<file path="src/rtl/isr_pkg.sv">
// package for the id and status register group
// assumes an 8-bit indexed register port shared with the rest of the controller
package isr_pkg;
  localparam logic [7:0] IDX_REVISION_LOW = 8'h25;
  localparam logic [7:0] IDX_DEVICE_IDENTIFIER = 8'h27;
  localparam logic [7:0] IDX_POWER_VIDEO_STATUS = 8'h29;
  localparam int REV_WIDTH = 10;
  localparam int DEV_ID_WIDTH = 6;
  // device id field sits in [7:2], revision high bits in [1:0]
  localparam int DEV_ID_LSB = 2;
  localparam int REV_HI_LSB = 0;
  localparam int ST_SUSPEND_BIT = 7;
  localparam int ST_CLK32_BIT = 6;
  localparam int ST_PWRSEQ_BIT = 5;
  localparam int ST_STANDBY_BIT = 4;
  localparam int ST_FIELD_BIT = 3;
  localparam int ST_EXPAND_BIT = 2;
  localparam logic FIELD_RESET = 1'b1;
  localparam logic [7:0] STATUS_RESET = 8'h08;
  // arbitrary neutral identity values
  localparam logic [9:0] REVISION_DEFAULT = 10'h001;
  localparam logic [5:0] DEVICE_ID_DEFAULT = 6'h15;
  // 32 ms hold after clocks restart, at 40 MHz
  localparam int CLOCK_HZ = 40000000;
  localparam int RESTART_HOLD_MS = 32;
  localparam int RESTART_HOLD_CYCLES = CLOCK_HZ / 1000 * RESTART_HOLD_MS;
  localparam int HOLD_CNT_WIDTH = 21;
endpackage

</file>
<file path="src/rtl/isr_sync_if.sv">
// interface carrying synchronised pin levels from the synchroniser to the top
// assumes a single clock domain
`timescale 1ns/100ps
interface isr_sync_if;
  logic clk32_level; // synchronised 32 kHz clock level
  logic vsync_level; // synchronised vertical sync level
  modport source (output clk32_level, output vsync_level);
  modport sink (input clk32_level, input vsync_level);
endinterface

</file>
<file path="src/rtl/isr_pin_sync.sv">
// three-flop synchroniser for asynchronous pin inputs
// a change counts only once the second and third stages agree
`timescale 1ns/100ps
module isr_pin_sync (
  input wire logic clock, // system clock
  input wire logic rst, // async reset, active high
  input wire logic clk32_pin, // raw 32 kHz clock
  input wire logic vsync_pin, // raw video port vsync
  isr_sync_if.source sync // filtered levels
);
  logic [2:0] s32;
  logic [2:0] svs;
  logic [2:0] next_s32;
  logic [2:0] next_svs;
  logic l32;
  logic lvs;
  logic next_l32;
  logic next_lvs;

  always_comb begin
    next_s32 = {s32[1:0], clk32_pin};
    next_svs = {svs[1:0], vsync_pin};
    next_l32 = (s32[1] == s32[2]) ? s32[2] : l32;
    next_lvs = (svs[1] == svs[2]) ? svs[2] : lvs;
  end

  // vsync level resets high so no false falling edge appears after reset
  always_ff @(posedge clock or posedge rst) begin
    if (rst) begin
      s32 <= 3'h0;
      svs <= 3'h7;
      l32 <= 1'b0;
      lvs <= 1'b1;
    end else begin
      s32 <= next_s32;
      svs <= next_svs;
      l32 <= next_l32;
      lvs <= next_lvs;
    end
  end

  assign sync.clk32_level = l32;
  assign sync.vsync_level = lvs;
endmodule

</file>
<file path="src/rtl/isr_regs.sv">
// id and status register group, read through the indexed register port
// assumes suspend, standby, power sequencing and expansion state come from
// the power manager and scaler as same-clock levels
`timescale 1ns/100ps
// Notes on behaviour
// - revision is 10 bits; low 8 bits read at revision_low
// - revision bits 9:8 read in device_identifier bits 1:0
// - fixed 6-bit device id in device_identifier bits 7:2, writes ignored
// - status bit 7 set in suspend, held until 32 ms after clocks restart
// - suspend_state_n pin low whenever suspend status bit is set
// - status bit 6 follows the live 32 kHz clock level
// - status bit 5 set throughout any lcd power-up or power-down sequence
// - hardware suspend refuses all register access; power sequence bit readable otherwise
// - status bit 4 set in standby, held until 32 ms after clocks restart
// - standby_state_n pin low whenever standby status bit is set
// - status bit 3 toggles on each vsync falling edge, resets to one
// - status bit 2 set when expansion enabled on 800x600 or 1024x768 panel
module isr_regs
  import isr_pkg::*;
(
  input wire logic clock, // 40 MHz system clock
  input wire logic rst, // async reset, active high
  input wire logic [7:0] reg_index, // indexed port register index
  input wire logic reg_rd, // read strobe, one cycle
  input wire logic reg_wr, // write strobe, ignored here
  input wire logic [7:0] reg_wdata, // write data, ignored here
  output logic [7:0] reg_rdata, // read data, held until next answered read
  output logic reg_rvalid, // read data valid, one-cycle pulse
  input wire logic suspend_active, // device in suspend
  input wire logic standby_active, // device in standby
  input wire logic clocks_stopped, // clocks stopped by power manager
  input wire logic hw_suspend, // hardware-controlled suspend
  input wire logic power_seq_busy, // lcd power sequence running
  input wire logic expand_enabled, // panel expansion enabled
  input wire logic panel_large, // panel is 800x600 or 1024x768
  input wire logic clk32_pin, // 32 kHz clock pin
  input wire logic vsync_pin, // video port vertical sync pin
  output logic suspend_state_n, // low while in suspend
  output logic standby_state_n // low while in standby
);
  import isr_pkg::*;

  isr_sync_if sync_bus ();

  isr_pin_sync u_sync (
    .clock(clock),
    .rst(rst),
    .clk32_pin(clk32_pin),
    .vsync_pin(vsync_pin),
    .sync(sync_bus)
  );

  logic susp_st, next_susp_st;
  logic sby_st, next_sby_st;
  logic [HOLD_CNT_WIDTH-1:0] susp_cnt, next_susp_cnt;
  logic [HOLD_CNT_WIDTH-1:0] sby_cnt, next_sby_cnt;
  logic field, next_field;
  logic vs_prev, next_vs_prev;
  logic [7:0] next_rdata;
  logic next_rvalid;
  logic [7:0] status;

  localparam logic [HOLD_CNT_WIDTH-1:0] HOLD = HOLD_CNT_WIDTH'(RESTART_HOLD_CYCLES);
  localparam logic [9:0] REVISION = REVISION_DEFAULT;

  // hold counter restarts each time clocks stop, then runs out after restart
  function automatic logic [HOLD_CNT_WIDTH-1:0] hold_next(
    input logic mode, input logic stopped, input logic [HOLD_CNT_WIDTH-1:0] cnt);
    if (mode || stopped)
      hold_next = HOLD;
    else if (cnt != '0)
      hold_next = cnt - 1'b1;
    else
      hold_next = cnt;
  endfunction

  always_comb begin
    next_susp_cnt = hold_next(suspend_active, clocks_stopped && susp_st, susp_cnt);
    next_sby_cnt = hold_next(standby_active, clocks_stopped && sby_st, sby_cnt);
    // stays set from entry until the 32 ms hold after restart has elapsed
    next_susp_st = suspend_active || (susp_st && next_susp_cnt != '0);
    next_sby_st = standby_active || (sby_st && next_sby_cnt != '0);
    next_vs_prev = sync_bus.vsync_level;
    next_field = (vs_prev && !sync_bus.vsync_level) ? !field : field;
  end

  always_ff @(posedge clock or posedge rst) begin
    if (rst) begin
      susp_st <= 1'b0;
      sby_st <= 1'b0;
      susp_cnt <= '0;
      sby_cnt <= '0;
      field <= FIELD_RESET;
      vs_prev <= 1'b1;
      suspend_state_n <= 1'b1;
      standby_state_n <= 1'b1;
    end else begin
      susp_st <= next_susp_st;
      sby_st <= next_sby_st;
      susp_cnt <= next_susp_cnt;
      sby_cnt <= next_sby_cnt;
      field <= next_field;
      vs_prev <= next_vs_prev;
      suspend_state_n <= !next_susp_st;
      standby_state_n <= !next_sby_st;
    end
  end

  always_comb begin
    status = 8'h00;
    status[ST_SUSPEND_BIT] = susp_st;
    status[ST_CLK32_BIT] = sync_bus.clk32_level;
    status[ST_PWRSEQ_BIT] = power_seq_busy;
    status[ST_STANDBY_BIT] = sby_st;
    status[ST_FIELD_BIT] = field;
    status[ST_EXPAND_BIT] = expand_enabled && panel_large;
  end

  // reg_wr and reg_wdata are deliberately unused: the whole group is read-only
  always_comb begin
    next_rdata = reg_rdata;
    next_rvalid = 1'b0;
    if (reg_rd && !hw_suspend) begin
      next_rvalid = 1'b1;
      unique case (reg_index)
        IDX_REVISION_LOW: next_rdata = REVISION[7:0];
        IDX_DEVICE_IDENTIFIER:
          next_rdata = {DEVICE_ID_DEFAULT, REVISION[REV_WIDTH-1:8]};
        IDX_POWER_VIDEO_STATUS: next_rdata = status;
        default: next_rvalid = 1'b0;
      endcase
    end
  end

  always_ff @(posedge clock or posedge rst) begin
    if (rst) begin
      reg_rdata <= 8'h00;
      reg_rvalid <= 1'b0;
    end else begin
      reg_rdata <= next_rdata;
      reg_rvalid <= next_rvalid;
    end
  end
endmodule

</file>
<file path="config.mk">
export PLATFORM = sky130hd
export DESIGN_NAME = isr_regs
export DESIGN_NICKNAME = d
export VERILOG_FILES = /design/src/rtl/isr_pkg.sv /design/src/rtl/isr_sync_if.sv /design/src/rtl/isr_pin_sync.sv /design/src/rtl/isr_regs.sv
export SDC_FILE = /design/constraint.sdc
export NUM_CORES = 1
export LEC_CHECK = 0
export BUFFER_PORTS_ARGS = -buffer_cell sky130_fd_sc_hd__buf_2
export CAP_MARGIN = 25
export CORE_MARGIN = 2
export CORE_UTILIZATION = 55
export DETAILED_ROUTE_END_ITERATION = 8
export PLACE_DENSITY = 0.76
export SKIP_CTS_REPAIR_TIMING = 1
export SLEW_MARGIN = 20
export SYNTH_ARGS = -nofsm -noshare
export SYNTH_HDL_FRONTEND = slang
export SYNTH_HIERARCHICAL = 1
export SYNTH_SLANG_ARGS = --single-unit
</file>
<file path="constraint.sdc">
create_clock -name clock -period 3.7 [get_ports clock]
set_input_delay 0 -clock clock [delete_from_list [all_inputs] [get_ports clock]]
set_output_delay 0 -clock clock [all_outputs]
set_load 0.01 [all_outputs]
</file>
# Word-level counts from Yosys, hierarchy flattened
# Index checks and enable logic that the tools add are counted.
# word_totals
reg_bits	65
in_bits	29
output_inout_bits	11
word_cells	51
# classes
addsub	2
n_eq_ne	5
mux	7
n_reduce_logical	23
# ops
operator	n
$mux 21	4
$reduce_bool 21->1	4
$sub 21x1->21 const B	2
$eq 8x6->1 const B	3
$pmux 8 s3	1
$logic_and 1x1->1	7
$logic_not 1->1	5
$logic_or 1x1->1	4
$reduce_bool 3->1	1
$reduce_or 3->1	1
$eq 1x1->1	2
$mux 1	2
$reduce_and 2->1	1

# Logic depth before layout (Yosys ltp)
# logic_depth
word_depth	7
ltp_mapped	9
mapped_depth_nobuf	9

# Hierarchy
# Netlist, hierarchy kept.
# by_module_without_submodules
mod	n_inst	cells_per_inst	area_each_um2	seq_area_each_um2
isr_regs	1	331	3135.5	1406.3
isr_pin_sync	1	11	231.5	205.2

# Worst setup path before layout
# Ideal clock, no wire load.
# synth_path
path_kind	register to register
from	reg susp_cnt[0]
to	reg susp_st
setup_ps	137
arrival_ps	2433
required_ps	3563
setup_slack_ps	1130
path_stages_with_launch	9
path_buffers	0
cell_sequence	dfrtp_1 inv_1 ha_1 or4b_4 or4_4 nor4_1 xor2_1 nor4_2 a31oi_1
# synth_via
elab_chain_len	6
# synth_lines
item	line_no	source
start, declared	isr_regs.sv:55	logic [HOLD_CNT_WIDTH-1:0] susp_cnt, next_susp_cnt;
start signal, assigned	isr_regs.sv:100	susp_cnt <= next_susp_cnt;
$sub 21x1->21 / $reduce_bool 21->1 (equally long branches)	isr_regs.sv:72, isr_regs.sv:71	
$mux 21 (*)	isr_regs.sv:71	else if (cnt != '0)
$mux 21 (*)	isr_regs.sv:69	if (mode || stopped)
$reduce_bool 21->1 (*)	isr_regs.sv:81	next_susp_st = suspend_active || (susp_st && next_susp_cnt != '0);
$logic_and 1x1->1 (*)	isr_regs.sv:81	
$logic_or 1x1->1 (*)	isr_regs.sv:81	
via next_susp_st	isr_regs.sv:53	logic susp_st, next_susp_st;
end signal, assigned	isr_regs.sv:98	susp_st <= next_susp_st;
end, declared	isr_regs.sv:53	
# Mark *: on every way through the listed nets, which the timed path passes. The rest lies on a longest branch.
# A chain may end at the register's enable or synchronous reset.

# Worst setup path in the final report
# Same ends and word-level chain as after synthesis.

==> metrics.txt <==
status=complete, but fails checks; failing checks=negative hold slack; core area=just under 6000 sq um; Clk Latency, worst-skew pair=about 0.34 ns; first-pass GRT wire length=11.9 mm; via count=2770; Data arrival, critical path=3.19 ns; Post-route DRC=0; cell count after synthesis=342; Reg power frac=43.6%; nature of the critical path startpoint=register; Placed Instances=438; Congestion Overflow GR=0; largest family of logic cells by synthesized area=simple AND/OR/NAND/NOR gates; critical path class=register to register; Initial Util=56.9%; gr usage total=23.3%; Clock transition at path regs=around 0.070 ns; Leak Pwr=1.59 nW; Avg Cell Area, Syn=approximately 9.8 sq um; crit path max fanout=9; Mapped Area=3370 sq um; Clock power frac=39.3%; EDFF count, synth=0; TritonCTS Buffers=9; sequential fraction of the synthesis area=47.9%; Tmin final=2.99 ns; Synth Register Bits=64; Period Utilization, post-route=80.8%; Peak VDD IR=300 uV; leading cell type in the layout, fill and taps excluded=dfrtp_1; worst hold path class=input pin to register; Die W=82.2 um; Die ar.=roughly 6800 sq um; Area Growth Syn to Fin=14.8%; Worst Max-Slew Pin Slew=0.845 ns; post-synthesis xor/xnor area fraction=between 6 and 7%; Yosys cell types=64; FFs w/ async S/R, synth=between 90% and 100%; Power Dens Cells=477 nW/um^2; CTS tree=built; P_sw=0.512 mW; Synth Area in Adders=1.41%; Die Ht=82.2 um; row count=28; Top Ports=40; synthesized net count=373; CTS root buffer=clkbuf_8; unrepaired setup endpoints after global routing=no; predominant post-synthesis flop cell=dfrtp_1; layout cells sized above 1=around a fifth; fmax=approximately 330 MHz; Setup TNS=0 ns; yosys warns=6; Layout Skew=0.0100 ns; pin count of the biggest net entering global routing=slightly above 40; Worst slew margin=42.9%; vias in the first global route=2463; FF/Latch Area=1610 sq um; fin cells=458; clock buffer depth=2; I/O Buffers=29; max-cap viol count=0; fin. max-slew vios=0; Initial DRC Count=307; Power Internal=1.33 mW; Simple-Gate Fraction of Synth Area=25.3%; hold slack=-0.00783 ns; detailed placement HPWL=5.10 mm; Req. time, crit path=around 4 ns; Synth Area in Compound Gates=13.8%; Ant. Diodes=0; GP Congestion=between 0.9 and 1; CP Capture Type=register; Setup Viol. Count Final=0; vias per cell=6.05; final hold violations=1; multiplexer area fraction after synthesis=2.12%; Wirelength per Cell=between 15 and 20 um; switch share=about 28%; H-tree levels=3; fill count=between 400 and 500; nets=409; multi-input logic area=~1700 sq um; Final Routed Wirelength=7.50 mm; Pre-antenna DRT Iters=5; most frequent cells in the layout=dfrtp_1, nor2_1, buf_2; initial antenna violation count=0; combinational power share=17.1%; Post-DRT Antenna Nets=0; CTS sink cnt=64
## metrics by stage
step	power, mW	worst slack (ns)	cell area [sq um]	utilization (%)
CTS	1.85	0.742	3820	64.6
floorplan	1.04	1.13	3370	-
finish	1.84	0.712	3860	65.3
global placement	1.11	0.850	3580	60.5
detailed placement	1.12	0.756	3580	60.5
global route	1.93	0.436	3860	65.3
## power by group through the flow
stage	Clock [mW]	Sequential, mW	Combinational [mW]
2_1_floorplan	0	0.803	0.236
3_3_place_gp	0	0.809	0.299
3_5_place_dp	0	0.813	0.305
4_1_cts	0.739	0.801	0.310
5_1_grt	0.765	0.809	0.351
6_report	0.724	0.802	0.315
## area by class of cell
| type | count | share of cell area [%] |
|---|---|---|
| multi-input cells | 256 | 43.1 |
| flip-flops and latches | 64 | 41.7 |
| repair buffers | 36 | 5.38 |
| clock buffers | 9 | 3.21 |
| clock inverters | 7 | 3.11 |
| well taps | 75 | 2.43 |
| inverters | 11 | 1.07 |
## path summary, 6_finish.rpt
| path | from | to | slack, ns | depth (start not counted) |
|---|---|---|---|---|
| setup / recovery | susp_cnt[0] | susp_st | 0.71 | 9 |
| hold / removal | panel_large | reg_rdata[2] | -0.008 | 3 |
| setup reg to reg | susp_cnt[0] | susp_st | 0.71 | 9 |
| hold reg to reg | u_sync/s32[0] | u_sync/s32[1] | 0.36 | 0 |
| max in group asynchronous | rst | suspend_state_n | 2.65 | 4 |
| min in group asynchronous | rst | u_sync/s32[0] | 0.15 | 3 |
## registers in the layout, indices dropped and copies added (netlist names)
signal / count
reg_rvalid: 1
sby_cnt: 21
reg_rdata: 7
susp_st: 1
u_sync/sync.clk32_level: 1
field: 1
u_sync/svs: 3
sby_st: 1
u_sync/sync.vsync_level: 1
u_sync/s32: 3
suspend_state_n: 1
susp_cnt: 21
vs_prev: 1
standby_state_n: 1
## synth_stat cells, types with 5 or more instances
cell type | n | share of area, %
dfrtp_1 | 56 | 42
nor2_1 | 49 | 5.5
a21oi_1 | 21 | 3.1
nand2_1 | 21 | 2.3
xnor2_1 | 17 | 4.4
nand3_1 | 12 | 1.8
nor4_1 | 12 | 2.2
inv_1 | 11 | 1.2
nor3_1 | 10 | 1.5
dfstp_2 | 8 | 6.2
o21ai_0 | 8 | 1.2
xor2_1 | 8 | 2.1
clkbuf_1 | 7 | 0.78
mux2i_1 | 6 | 1.8
a211oi_1 | 5 | 1.1
nand2b_1 | 5 | 0.93
## worst max-delay path, cell delays in order, from the launching register on
cell and delay (ns):
dfrtp_1 0.42, inv_1 0.12, ha_1 0.23, or4b_4 0.52, nor4b_4 0.42, a21oi_2 0.22
mux2i_1 0.22, o2111ai_1 0.19, nor4_2 0.40, a31oi_1 0.13
## kinds of logic after synthesis
logic type | count (synthesis)
simple gates | 150
compound gates | 69
flops | 64
xor+xnor | 25
buf+inv | 22
mux | 7
fa+ha+maj | 4
other cells | 1
## metal layers
metal	vias to the layer above	share of wire (%)	global-route usage [%]
met3	8	5.9	4.24
met1	1332	47	32.3
met2	113	46	36.5
met4	0	1.1	8.83
li1	1317	-	-
met5	-	0	0
No activity file was read; power rests on OpenSTA's default activity.
